--- config.mk ---
export PLATFORM = sky130hd
export DESIGN_NAME = psfs_top
export DESIGN_NICKNAME = d
export VERILOG_FILES = /design/src/common/psfs_pkg.sv /design/src/design/psfs_top.sv
export SDC_FILE = /design/constraint.sdc
export NUM_CORES = 1
export LEC_CHECK = 0
export BUFFER_PORTS_ARGS = -buffer_cell sky130_fd_sc_hd__clkbuf_2
export CELL_PAD_IN_SITES_DETAIL_PLACEMENT = 0
export CELL_PAD_IN_SITES_GLOBAL_PLACEMENT = 1
export CORE_ASPECT_RATIO = 1.75
export CORE_MARGIN = 3
export CORE_UTILIZATION = 35
export CTS_CLUSTER_DIAMETER = 60
export DETAILED_ROUTE_END_ITERATION = 16
export GPL_TIMING_DRIVEN = 0
export PLACE_DENSITY = 0.75
export SYNTH_ARGS = -nofsm -noshare
export SYNTH_HDL_FRONTEND = slang
export SYNTH_SLANG_ARGS = --single-unit
--- constraint.sdc ---
create_clock -name ref_clk -period 2.52 [get_ports ref_clk]
set_input_delay 0.756 -clock ref_clk [delete_from_list [all_inputs] [get_ports ref_clk]]
set_output_delay 0.756 -clock ref_clk [all_outputs]
set_load 0.005 [all_outputs]
--- src/common/psfs_pkg.sv ---
// Purpose: shared constants and types for the power switch fault supervisor
// Assumes: 10 MHz ref_clk, 32-bit APB register access
// Notes:   byte offsets are word aligned
package psfs_pkg;

  // register byte offsets
  localparam logic [7:0] CTRL_OFS   = 8'h00; // control bits
  localparam logic [7:0] ALERT_OFS  = 8'h04; // alert enable mask
  localparam logic [7:0] STATUS_OFS = 8'h08; // present flags, read only
  localparam logic [7:0] FAULT_OFS  = 8'h0c; // sticky fault flags
  localparam logic [7:0] VOUT_OFS   = 8'h10; // output voltage result
  localparam logic [7:0] AUX_OFS    = 8'h14; // auxiliary input result
  localparam logic [7:0] SENSE_OFS  = 8'h18; // sense voltage result

  // control field positions
  localparam int CTRL_HI_AR  = 0; // high input autoretry
  localparam int CTRL_LO_AR  = 1; // low input autoretry
  localparam int CTRL_OC_AR  = 2; // overcurrent autoretry
  localparam int CTRL_SW_ON  = 3; // switch-on control
  localparam int CTRL_TEST   = 5; // converter test mode
  localparam int CTRL_FSEL_L = 6; // pin function select low
  localparam int CTRL_FSEL_H = 7; // pin function select high

  // flag bit positions shared by status, fault and alert registers
  localparam int FL_HI    = 0;
  localparam int FL_LO    = 1;
  localparam int FL_OC    = 2;
  localparam int FL_PBAD  = 3;
  localparam int FL_CARD  = 4; // card present / presence change
  localparam int FL_SHORT = 5;

  localparam logic [7:0] CTRL_RST  = 8'h07; // autoretry on, pin hi-z on good
  localparam logic [5:0] ALERT_RST = 6'h00; // no alerts after reset
  localparam logic [5:0] NON_PRES  = 6'h2f; // every flag but presence change

  // timing
  localparam int CLK_HZ       = 10_000_000;
  localparam int SETTLE_MS    = 100;
  localparam int SETTLE_CYC   = CLK_HZ / 1000 * SETTLE_MS;
  localparam int RESULT_HZ    = 10; // refresh rate of each result
  localparam int CONV_CYC     = CLK_HZ / (RESULT_HZ * 3);
  localparam logic [7:0] SHORT_CODE = 8'h07; // 2 mV at 300 uV per step

  typedef enum logic [1:0] {
    PF_HIZ_GOOD  = 2'b00, // release when power good (default)
    PF_PULL_GOOD = 2'b01, // pull down when power good
    PF_GP_OUT    = 2'b10, // general purpose output
    PF_GP_IN     = 2'b11  // general purpose input
  } psfs_pinfn_t;

  typedef enum logic [1:0] {
    CH_VOUT  = 2'b00,
    CH_AUX   = 2'b01,
    CH_SENSE = 2'b10
  } psfs_chan_t;

  // comparator inputs carried together
  typedef struct packed {
    logic hi_over;   // high input above threshold
    logic lo_under;  // low input below trip threshold
    logic lo_reset;  // low input below reset level
    logic oc_trip;   // overcurrent timer expired
    logic oc_clear;  // timer discharged
    logic fb_low;    // output sense below threshold
    logic gate_high; // gate-to-source drive high
    logic supply_ok; // internal supply above lockout
  } psfs_cmp_t;

endpackage : psfs_pkg

--- src/design/psfs_top.sv ---
// Purpose: fault supervision, alert and converter store of an inrush switch
// Assumes: comparators and converter samples arrive asynchronously
// Notes:   analog gate drive and serial protocol live outside this block
//
// Contract
// - high input over threshold: off, set flags
// - high input clear 100ms permits retry
// - low input under threshold: off, set flags
// - low input good 100ms restarts switch
// - low input low at supply-up logs fault
// - presence edge sets presence change flag
// - card removal: off, clear card present
// - insertion clears faults but presence change
// - card low 100ms copies request pin
// - sense at 2mV while off: short
// - output sense low drives pin, flag
// - power bad fault gated by gate drive
// - enabled faults pull alert low
// - alert response or address releases alert
// - no realert until new fault edge
// - zero write clears fault unless present
// - whole fault clear on off events
// - latch mode: fault flags hold switch off
// - retry mode: present flags hold switch off
// - converter cycles three channels, ten hertz
// - test mode halts converter, allows writes
// - two bits select pin function
// - writing one to fault turns off in latch mode
//
// Local design decisions: register access over APB and the address map.
`timescale 1ns/10ps
`default_nettype none
module psfs_top
  import psfs_pkg::*;
#(
  parameter int SETTLE_CYCLES = SETTLE_CYC, // shorten for simulation
  parameter int CONV_CYCLES   = CONV_CYC    // cycles per channel step
) (
  input  wire logic        ref_clk,
  input  wire logic        srst,
  input  wire logic        psel,
  input  wire logic        penable,
  input  wire logic        pwrite,
  input  wire logic [7:0]  paddr,
  input  wire logic [31:0] pwdata,
  output logic             pready,
  output logic [31:0]      prdata,
  output logic             pslverr,
  input  wire psfs_cmp_t   cmp_in,          // raw comparator levels
  input  wire logic        card_presence_pin,
  input  wire logic        switch_request_pin,
  input  wire logic [7:0]  adc_sample,      // sample for current channel
  output psfs_chan_t       adc_chan,        // channel being measured
  input  wire logic        alert_response,  // pulse: host answered alert
  input  wire logic        addressed,       // pulse: host addressed us
  output logic             switch_enable,   // pass switch may be on
  output logic             alert_n_out,
  output logic             alert_n_oe,
  input  wire logic        gp_pin_in,
  output logic             gp_pin_out,
  output logic             gp_pin_oe
);

  // two-flop synchronisers for comparators, pins and converter samples
  psfs_cmp_t  cmp_m_q, cmp_q;
  logic [2:0] pin_m_q, pin_q;
  logic [7:0] smp_m_q, smp_q;
  always_ff @(posedge ref_clk) begin
    cmp_m_q <= cmp_in;
    cmp_q   <= cmp_m_q;
    pin_m_q <= {gp_pin_in, switch_request_pin, card_presence_pin};
    pin_q   <= pin_m_q;
    smp_m_q <= adc_sample;
    smp_q   <= smp_m_q;
  end

  wire card_out = pin_q[0]; // high means card removed
  wire req_pin  = pin_q[1];
  wire gp_in    = pin_q[2];

  logic [7:0] ctrl_q;     // control register
  logic [5:0] alert_en_q; // alert enable mask
  logic [5:0] fault_q;    // sticky fault flags
  logic [5:0] fault_d;
  logic [7:0] res_q [3];  // converter results
  logic       card_q, req_q, sw_on_q, sup_q, gp_out_q;
  logic       short_q;    // short present
  logic       init_q;     // first cycle after reset, catch levels
  logic [5:0] alerted_q;  // faults already alerted and released
  logic       alert_q;    // alert line pulled
  logic [31:0] hi_cnt_q, lo_cnt_q, card_cnt_q, conv_cnt_q;
  logic       hi_ok_q, lo_ok_q, card_ok_q;
  psfs_chan_t chan_q;
  logic       apb_hit_q;  // answer pulse

  // apb decode: one wait state, pready on second access cycle
  wire acc      = psel & penable;
  wire acc_done = acc & apb_hit_q;
  wire wr       = acc_done & pwrite;
  wire known    = paddr inside {CTRL_OFS, ALERT_OFS, STATUS_OFS,
                                FAULT_OFS, VOUT_OFS, AUX_OFS, SENSE_OFS};
  wire wr_ctrl  = wr & (paddr == CTRL_OFS);
  wire wr_alert = wr & (paddr == ALERT_OFS);
  wire wr_fault = wr & (paddr == FAULT_OFS);
  wire test     = ctrl_q[CTRL_TEST];
  assign pready  = acc & apb_hit_q;
  assign pslverr = pready & ~known; // unmapped address errors

  // present flags
  wire hi_pres = cmp_q.hi_over | ~hi_ok_q;
  wire lo_pres = cmp_q.lo_under | ~lo_ok_q;
  wire oc_pres = cmp_q.oc_trip | (fault_q[FL_OC] & ~cmp_q.oc_clear);
  wire [5:0] status = {short_q, ~card_out, cmp_q.fb_low, oc_pres,
                       lo_pres, hi_pres};

  // off events that wipe the whole fault register
  wire req_fall  = req_q & ~req_pin;
  wire ctl_fall  = sw_on_q & ~ctrl_q[CTRL_SW_ON];
  wire wipe      = req_fall | ctl_fall | cmp_q.lo_reset | ~cmp_q.supply_ok;
  wire card_edge = card_q ^ card_out;
  wire insert    = card_q & ~card_out;

  // event sets for each fault flag
  wire [5:0] fault_set = {short_q, card_edge,
                          cmp_q.fb_low & cmp_q.gate_high,
                          cmp_q.oc_trip, cmp_q.lo_under, cmp_q.hi_over};

  // fault next state: sets win over every clear
  always_comb begin
    fault_d = fault_q;
    if (wr_fault) begin
      fault_d = pwdata[5:0] | (fault_q & status);
    end
    if (insert) begin
      fault_d = fault_d & ~NON_PRES;
    end
    if (wipe) begin
      fault_d = 6'h00;
    end
    if (init_q && cmp_q.lo_under) begin
      fault_d[FL_LO] = 1'b1;
    end
    fault_d = fault_d | fault_set;
  end

  // switch permission
  wire [2:0] ar_bits = ctrl_q[CTRL_OC_AR:CTRL_HI_AR];
  wire [2:0] hold_f  = fault_q[2:0] & ~ar_bits;
  wire [2:0] hold_p  = status[2:0] & ar_bits;
  wire [2:0] hold_lp = status[2:0] & ~ar_bits;
  assign switch_enable = ctrl_q[CTRL_SW_ON] & ~card_out & card_ok_q
                         & ~|hold_f & ~|hold_p & ~|hold_lp;

  // settle timers: hold time of each condition
  always_ff @(posedge ref_clk) begin
    if (srst || cmp_q.hi_over) begin
      hi_cnt_q <= 32'h0;
      hi_ok_q  <= ~cmp_q.hi_over & ~srst;
    end else if (!hi_ok_q) begin
      hi_cnt_q <= hi_cnt_q + 32'h1;
      hi_ok_q  <= (hi_cnt_q == 32'(SETTLE_CYCLES - 1));
    end
  end

  // low input settle timer
  always_ff @(posedge ref_clk) begin
    if (srst || cmp_q.lo_under) begin
      lo_cnt_q <= 32'h0;
      lo_ok_q  <= 1'b0;
    end else if (!lo_ok_q) begin
      lo_cnt_q <= lo_cnt_q + 32'h1;
      lo_ok_q  <= (lo_cnt_q == 32'(SETTLE_CYCLES - 1));
    end
  end

  // card presence settle timer, one pulse when it matures
  wire card_mature = ~card_out & ~card_ok_q
                     & (card_cnt_q == 32'(SETTLE_CYCLES - 1));
  always_ff @(posedge ref_clk) begin
    if (srst || card_out) begin
      card_cnt_q <= 32'h0;
      card_ok_q  <= 1'b0;
    end else if (!card_ok_q) begin
      card_cnt_q <= card_cnt_q + 32'h1;
      card_ok_q  <= card_mature;
    end
  end

  // control register: software write, request pin copy
  always_ff @(posedge ref_clk) begin
    if (srst) begin
      ctrl_q <= CTRL_RST;
    end else if (card_mature) begin
      ctrl_q[CTRL_SW_ON] <= req_pin;
    end else if (wr_ctrl) begin
      ctrl_q <= pwdata[7:0];
    end else if (!req_q && req_pin) begin
      ctrl_q[CTRL_SW_ON] <= 1'b1; // request rising turns on
    end else if (req_fall) begin
      ctrl_q[CTRL_SW_ON] <= 1'b0;
    end
  end

  // plain state registers
  always_ff @(posedge ref_clk) begin
    if (srst) begin
      fault_q    <= 6'h00;
      alert_en_q <= ALERT_RST;
      card_q     <= 1'b1;
      req_q      <= req_pin; // track pin so release brings no false edge
      sw_on_q    <= 1'b0;
      init_q     <= 1'b1;
      apb_hit_q  <= 1'b0;
      gp_out_q   <= 1'b0;
    end else begin
      fault_q    <= fault_d;
      alert_en_q <= wr_alert ? pwdata[5:0] : alert_en_q;
      card_q     <= card_out;
      req_q      <= req_pin;
      sw_on_q    <= ctrl_q[CTRL_SW_ON];
      init_q     <= 1'b0;
      apb_hit_q  <= acc & ~apb_hit_q;
      gp_out_q   <= wr_ctrl ? pwdata[8] : gp_out_q;
    end
  end

  // alert: newly set enabled fault asserts, release remembers it
  wire [5:0] armed   = fault_q & alert_en_q & ~alerted_q;
  wire       release_a = alert_q & (alert_response | addressed);
  always_ff @(posedge ref_clk) begin
    if (srst) begin
      alert_q   <= 1'b0;
      alerted_q <= 6'h00;
    end else begin
      alert_q   <= release_a ? 1'b0 : |armed;
      alerted_q <= (alerted_q & fault_q)
                   | (release_a ? (fault_q & alert_en_q) : 6'h00);
    end
  end
  assign alert_n_out = 1'b0;
  assign alert_n_oe  = alert_q;

  // converter: step channel, store sample, flag short when off
  wire conv_step = (conv_cnt_q == 32'(CONV_CYCLES - 1));
  always_ff @(posedge ref_clk) begin
    if (srst) begin
      conv_cnt_q <= 32'h0;
      chan_q     <= CH_VOUT;
      short_q    <= 1'b0;
    end else if (!test) begin
      conv_cnt_q <= conv_step ? 32'h0 : conv_cnt_q + 32'h1;
      if (conv_step) begin
        unique case (chan_q)
          CH_VOUT:  chan_q <= CH_AUX;
          CH_AUX:   chan_q <= CH_SENSE;
          default:  chan_q <= CH_VOUT;
        endcase
        if (chan_q == CH_SENSE) begin
          short_q <= ~switch_enable & (smp_q >= SHORT_CODE);
        end
      end
    end
  end
  assign adc_chan = chan_q;

  // result store: converter or test-mode writes
  for (genvar i = 0; i < 3; i++) begin : g_res
    wire wr_res = wr & test & (paddr == VOUT_OFS + 8'(4 * i));
    always_ff @(posedge ref_clk) begin
      if (srst) begin
        res_q[i] <= 8'h00;
      end else if (wr_res) begin
        res_q[i] <= pwdata[7:0];
      end else if (!test && conv_step && chan_q == psfs_chan_t'(i)) begin
        res_q[i] <= smp_q;
      end
    end
  end

  // read mux, registered on the wait cycle before the answer
  logic [31:0] rd_d;
  always_comb begin
    unique case (paddr)
      CTRL_OFS:   rd_d = {23'h0, gp_out_q, ctrl_q};
      ALERT_OFS:  rd_d = {26'h0, alert_en_q};
      STATUS_OFS: rd_d = {25'h0, gp_in, 6'(status)};
      FAULT_OFS:  rd_d = {26'h0, fault_q};
      VOUT_OFS:   rd_d = {24'h0, res_q[0]};
      AUX_OFS:    rd_d = {24'h0, res_q[1]};
      SENSE_OFS:  rd_d = {24'h0, res_q[2]};
      default:    rd_d = 32'h0;
    endcase
  end
  always_ff @(posedge ref_clk) begin
    if (srst) begin
      prdata <= 32'h0;
    end else if (acc && !apb_hit_q) begin
      prdata <= rd_d;
    end
  end

  // general-purpose pin function
  wire [1:0] fsel = ctrl_q[CTRL_FSEL_H:CTRL_FSEL_L];
  assign gp_pin_out = (fsel == PF_GP_OUT) ? gp_out_q : 1'b0;
  assign gp_pin_oe  = (fsel == PF_HIZ_GOOD)  ? cmp_q.fb_low :
                      (fsel == PF_PULL_GOOD) ? ~cmp_q.fb_low :
                      (fsel == PF_GP_OUT);

  // checks
  hi_off_a: assert property (@(posedge ref_clk) disable iff (srst)
    cmp_q.hi_over |-> !switch_enable && fault_d[FL_HI])
    else $error("switch on during high input fault");
  lo_off_a: assert property (@(posedge ref_clk) disable iff (srst)
    cmp_q.lo_under |=> fault_q[FL_LO])
    else $error("low input fault not logged");
  card_rm_a: assert property (@(posedge ref_clk) disable iff (srst)
    card_out |-> !switch_enable && !status[FL_CARD])
    else $error("switch on with card removed");
  edge_flag_a: assert property (@(posedge ref_clk) disable iff (srst)
    card_edge |=> fault_q[FL_CARD])
    else $error("presence change not flagged");
  wipe_all_a: assert property (@(posedge ref_clk) disable iff (srst)
    wipe && !(|fault_set) |=> fault_q == 6'h00)
    else $error("fault register not wiped");
  no_alert_a: assert property (@(posedge ref_clk) disable iff (srst)
    !(|(fault_q & alert_en_q)) |=> !alert_q)
    else $error("alert without enabled fault");
  rel_alert_a: assert property (@(posedge ref_clk) disable iff (srst)
    release_a |=> !alert_q)
    else $error("alert not released");
  test_hold_a: assert property (@(posedge ref_clk) disable iff (srst)
    test && !wr |=> $stable(res_q[0]) && $stable(res_q[2]))
    else $error("result changed in test mode");
  pbad_a: assert property (@(posedge ref_clk) disable iff (srst)
    cmp_q.fb_low && cmp_q.gate_high |=> fault_q[FL_PBAD])
    else $error("power bad fault missed");
  apb_wait_a: assert property (@(posedge ref_clk) disable iff (srst)
    acc && !pready |=> pready || !acc)
    else $error("apb answer late");
  c_alert: cover property (@(posedge ref_clk) disable iff (srst)
    alert_q ##1 release_a);
  c_insert: cover property (@(posedge ref_clk) disable iff (srst)
    card_mature);
  c_short: cover property (@(posedge ref_clk) disable iff (srst)
    $rose(short_q));

endmodule // psfs_top
`default_nettype wire

==> results.sh, run 1 <==
export IMPL_outcome="finished clean"
export IMPL_antenna_found_initial=0
export IMPL_dieHeight_um=234
export IMPL_first_global_vias=8205
export IMPL_wire_per_inst_um=16.1
export IMPL_syn_cell_area_um2=10400
export IMPL_synthCells=1112
export IMPL_num_rows=83
export IMPL_reg2reg_slack_ps=90
export IMPL_wl_mm=26.0
export IMPL_clk_latency_ps=520
export IMPL_drc=0
export IMPL_hold_class="reg2reg"
export IMPL_regToRegStartpoint="conv_cnt_q[0]"
export IMPL_nets=1295
export IMPL_dpl_cell_area_um2=11300
export IMPL_gp_congestion=0.874
export IMPL_cts_sinks=237
export IMPL_drive_gt1_share_pct=14.6
export IMPL_worst_slew_pin_slew_ps=815
export IMPL_yosysMostFrequentCell="dfxtp_1"
export IMPL_cp_start_kind="flip-flop"
export IMPL_slew_headroom_pct=45.2
export IMPL_ios=107
export IMPL_vias_per_cell=5.13
export IMPL_initialDrtViolationCount=369
export IMPL_cts_path_max_buffers=3
export IMPL_yosysTopAreaCell="dfxtp_1"
export IMPL_drtAntennaViolNets=0
export IMPL_hold_viol=0
export IMPL_design_area_um2=12200
export IMPL_io_buffers=58
export IMPL_drv_cap=0
export IMPL_ys_flop_type="dfxtp_1"
export IMPL_end_kind="output pin"
export IMPL_synth_edf_count=24
export IMPL_grt_start_max_net_pins=16
export IMPL_core_um2=29400
export IMPL_synthToLayoutAreaGrowth_pct=17.4
export IMPL_clk_pin_slew_ps=60
export IMPL_overflow=0
export IMPL_finalSetupViolations=0
export IMPL_path_max_fanout=7
export IMPL_cts_max_level=1
export IMPL_grt_usage_pct=16.3
export IMPL_vias=8322
export IMPL_die_area_um2=32000
export IMPL_synthArstFlopShare_pct=0
export IMPL_numCtsBuffers=25
export IMPL_synth_top_area_share_pct=40.9
export IMPL_cellLeakagePower_nw=4.27
export IMPL_powerDensity_nw_per_um2=646
export IMPL_grt_pass1_wl_mm=42.0
export IMPL_yosys_top_cells_count="213 x dfxtp_1, 162 x nor2_1, 62 x nand2_1"
export IMPL_crit_end="switch_enable"
export IMPL_nFillCells=2938
export IMPL_synth_area_top_cells="dfxtp_1 41%, edfxtp_1 6.9%, nor2_1 5.8%, xnor2_1 4.8%, xor2_1 4.5%"
export IMPL_synth_seq_cells=237
export IMPL_rr_worst_depth=8
export IMPL_die_w_um=136
export IMPL_crit_start="lo_ok_q"
export IMPL_ir_worst_vdd_v=0.000442
export IMPL_hold_ws_ps=328
export IMPL_avgSynthCellArea_um2=9.37
export IMPL_clockRootBuffer="clkbuf_16"
export IMPL_register_area_um2=4990
export IMPL_hpwlAfterDp_mm=19.7
export IMPL_multiInputGateArea_um2=5150
export IMPL_fin_crit_sh_pct=98.3
export IMPL_cts_tree="built"
export IMPL_fin_skew_ps=20.1
export IMPL_insertedDiodeCount=0
export IMPL_fmax_mhz=403
export IMPL_r2r_end="res_q[0][3]"
export IMPL_setup_tns_ps=0
export IMPL_drv_slew=0
export IMPL_ys_seq_area_share_pct=47.8
export IMPL_rsz0062_at_grt="yes"
export IMPL_worstPathRequired_ps=1760
export IMPL_start_util_pct=35.5
export IMPL_crit_type="reg2out"
export IMPL_arrival_ps=1720
export IMPL_yosysUniqueCellTypes=64
export IMPL_period_needed_ps=2480
export IMPL_dr_pass1_iters=7
export IMPL_yosysWarnings=0
## report_power, final
group | internal [mW] | leakage [nW] | total (mW) | switching [mW]
combinational | 0.110 | 1.89 | 0.282 | 0.172
clock | 2.21 | 0.402 | 3.71 | 1.49
sequential | 3.87 | 1.98 | 3.92 | 0.0514
total | 6.19 | 4.27 | 7.91 | 1.72
## worst min path at each step
stage	startpoint	to	slack, ps	cells after the start
after floorplan	cmp_m_q[0]	cmp_q[0]	310	0
after global placement	smp_m_q[6]	smp_q[6]	310	0
after detailed placement	cmp_m_q[7]	cmp_q[7]	310	0
after CTS	gp_pin_in	pin_m_q[2]	310	1
after global routing	gp_pin_in	pin_m_q[2]	310	1
final	cmp_m_q[7]	cmp_q[7]	330	0
## repair_timing
action / in CTS / in global routing
endpoints found under the setup margin: 33 / 37
pin swaps: 2 / 3
hold buffers: 0 / 0
hold endpoints to repair: 0 / 0
buffers inserted: 0 / 5
resized for setup: 19 / 8
## layout make-up
| class | instances | share of cell area (%) |
|---|---|---|
| Tap cell | 382 | 3.91 |
| Multi-Input combinational cell | 806 | 42.1 |
| Sequential cell | 237 | 40.8 |
| Clock inverter | 12 | 1.20 |
| Timing Repair Buffer | 63 | 2.68 |
| Buffer | 64 | 3.00 |
| Inverter | 26 | 0.798 |
| Clock buffer | 31 | 5.54 |
## cell usage in the layout (no fill, tap or decap), types with 24 or more instances in the layout
cell and instances:
dfxtp_1 211, nor2_1 162, nand2_1 61, clkbuf_2 60, xnor2_1 57, xor2_1 54, nand3_1 46, nand4_1 40
nor3_1 35, buf_4 34, a21oi_1 32, clkbuf_1 29, nor4_1 28, inv_1 26, a22o_1 25, clkbuf_16 25
mux2i_1 24, conb_1 24, edfxtp_1 24
## kinds of logic (layout without fill, tap and decap cells)
family	after synthesis	in the layout	share of synthesized area, %
AO/OA/AOI/OAI	127	127	8.54
XOR/XNOR	111	111	9.33
adder cells (fa/ha/maj)	7	7	0.816
buffers and inverters	92	196	4.49
flip-flops	237	237	47.8
multiplexers	28	28	2.74
other	1	24	0.0360
AND/OR/NAND/NOR	509	509	26.2
## worst max-delay path: stages (launching register included)
cell      delay, ps
dfxtp_4         390
nor2b_4         160
nand4b_1        200
nor4_4          280
buf_2           170
## metrics by stage
stage	instances	worst slack (ps)	util (%)	total power, mW
floorplan	1135	51.6	-	4.15
global placement	1575	-671	38.4	4.28
detailed placement	1575	-666	38.4	4.28
CTS	1617	1.62	41.4	8.01
global route	1621	-47.1	41.6	8.20
finish	1621	41.7	41.6	7.91
## state kept, by name, summed over array words and instances (netlist names), 9 cells and up
name / count
card_cnt_q: 32
lo_cnt_q: 32
res_q: 24
prdata: 9
conv_cnt_q: 32
hi_cnt_q: 32
## per-layer routing
layer	global-route usage (%)	up-vias	share of wire, %
met2	31.6	179	54
met1	17.6	3939	39
li1	-	4136	-
met4	6.37	0	3.6
met3	1.91	68	3.9
met5	0	-	0
Note: power is estimated with default switching activity, not from simulation.
==> run 2, diff against run 1 <==
Settings changed: PLACE_DENSITY 0.75 to 0.73.
Clock period 2.52 ns to 2.8 ns, I/O delays scaled along.
==> run 2 against run 1 <==
  * Non-clock buffer count decreased by 3
  * Utilization shrank 0.40 points
  * Largest power group unchanged
  * Count of clock-buffer cells in the layout down 3
  * Hold slack worse by 1.5 ps
  * Clock power decreased by 13%
  * Die area did not move
  * Design area down 0.97%
  * Combinational power is 9.6% lower
  * Total power shrank 11%
==> results.sh, run 2 (synthesized netlist as in run 1, its figures left out) <==
export IMPL_outcome="finished clean"
export IMPL_overflow=0
export IMPL_ir_worst_vdd_v=0.000371
export IMPL_drive_gt1_share_pct=13.6
export IMPL_vias_per_cell=5.11
export IMPL_crit_type="reg2out"
export IMPL_vias=8263
export IMPL_dpl_cell_area_um2=11300
export IMPL_ios=107
export IMPL_finish_utilization_pct=41.2
export IMPL_fmax_mhz=369
export IMPL_grt_start_max_net_pins=17
export IMPL_path_cells="clkbuf_4, nor2b_2, nand4b_1, nor4_4, clkbuf_2"
export IMPL_clk_latency_ps=530
export IMPL_hold_ws_ps=326
export IMPL_routed_top_layer="met4"
export IMPL_cp_start_kind="flip-flop"
export IMPL_power_mw=7.02
export IMPL_drv_slew=0
export IMPL_fin_skew_ps=24.7
export IMPL_route_met3_wl_um=941
export IMPL_setup_tns_ps=0
export IMPL_finalSetupViolations=0
export IMPL_hold_class="reg2reg"
export IMPL_cts_sinks=237
export IMPL_design_area_um2=12100
export IMPL_drtAntennaViolNets=0
export IMPL_powerDensity_nw_per_um2=579
export IMPL_initialDrtViolationCount=377
export IMPL_nets=1290
export IMPL_rsz0062_at_grt="no"
export IMPL_worst_slew_pin_slew_ps=1020
export IMPL_final_cell_mix="212 x dfxtp_1, 162 x nor2_1, 62 x nand2_1"
export IMPL_antenna_found_initial=0
export IMPL_cellLeakagePower_nw=4.22
export IMPL_cts_hold_buf=0
export IMPL_cts_path_max_buffers=3
export IMPL_wire_per_inst_um=16.4
export IMPL_path_max_fanout=8
export IMPL_num_rows=83
export IMPL_clk_pin_slew_ps=70
export IMPL_drv_cap=0
export IMPL_m1WireLength_mm=10.0
export IMPL_gp_congestion=0.834
export IMPL_worstPathRequired_ps=1960
export IMPL_io_buffers=58
export IMPL_insertedDiodeCount=0
export IMPL_hold_viol=0
export IMPL_fin_crit_sh_pct=96.9
export IMPL_numCtsBuffers=23
export IMPL_hpwlAfterDp_mm=20.2
export IMPL_cts_max_level=1
export IMPL_start_util_pct=35.5
export IMPL_clockRootBuffer="clkbuf_16"
export IMPL_cts_tree="built"
export IMPL_end_kind="output pin"
export IMPL_drc=0
export IMPL_nFillCells=2921
export IMPL_dieHeight_um=234
export IMPL_period_needed_ps=2710
export IMPL_synthToLayoutAreaGrowth_pct=16.3
export IMPL_grt_usage_pct=16.6
export IMPL_die_w_um=136
export IMPL_slew_headroom_pct=31.5
export IMPL_grt_pass1_wl_mm=42.2
export IMPL_wl_mm=26.5
export IMPL_core_um2=29400
export IMPL_cp_slowest_cell="nor4_4"
export IMPL_final_common_cell="dfxtp_1"
export IMPL_die_area_um2=32000
export IMPL_first_global_vias=8227
export IMPL_max_stage_delay_ps=340
export IMPL_dr_pass1_iters=5
export IMPL_met2_length_mm=14.6
export IMPL_arrival_ps=1870
==> run 2: path summary, 6_finish.rpt <==
check | slack [ps] | depth (start not counted) | end | start
max | 90 | 5 | switch_enable | lo_ok_q
max reg2reg | 160 | 5 | res_q[1][2] | conv_cnt_q[27]
min reg2reg | 330 | 0 | cmp_q[7] | cmp_m_q[7]
min | 330 | 0 | cmp_q[7] | cmp_m_q[7]
==> run 2: per-layer routing <==
layer	vias up	global-route usage (%)
met1	3915	17.1
li1	4147	-
met5	-	0
met4	0	6.87
met3	48	1.91
met2	153	32.9
==> run 2: final cells by class <==
cell class              instances  area (um^2)  share of cell area, %
clock inverters                14          166                   1.37
well taps                     382          478                   3.94
inverters                      26         97.6                  0.805
plain buffers                  65          373                   3.08
multi-input cells             806         5090                   42.0
clock buffers                  28          624                   5.15
repair buffers                 59          298                   2.46
flip-flops and latches        237         4990                   41.2
==> run 2: repair_timing <==
action | in CTS | in global routing
endpoints found under the setup margin | 20 | 10
setup buffers | 0 | 1
pin swaps | 1 | 1
resized for setup | 7 | 8
==> run 2: through the flow <==
step / worst slack [ps] / instances
floorplan: 328 / 1135
detailed placement: -516 / 1575
global route: 5.46 / 1617
finish: 86.6 / 1617
CTS: 0.798 / 1616
global placement: -493 / 1575
==> run 2: report_power, final <==
group          switching [mW]  internal, mW  leakage, nW  total [mW]
Clock                    1.36          1.88        0.375        3.24
Sequential             0.0449          3.48         1.98        3.53
Combinational           0.157        0.0982         1.86       0.255
==> run 2: worst max-delay path, delay by kind of cell (launching register included) <==
kind / cells / cell delay, ps
buffers and inverters: 2 / 350
flip-flops: 1 / 310
AND/OR/NAND/NOR: 3 / 690
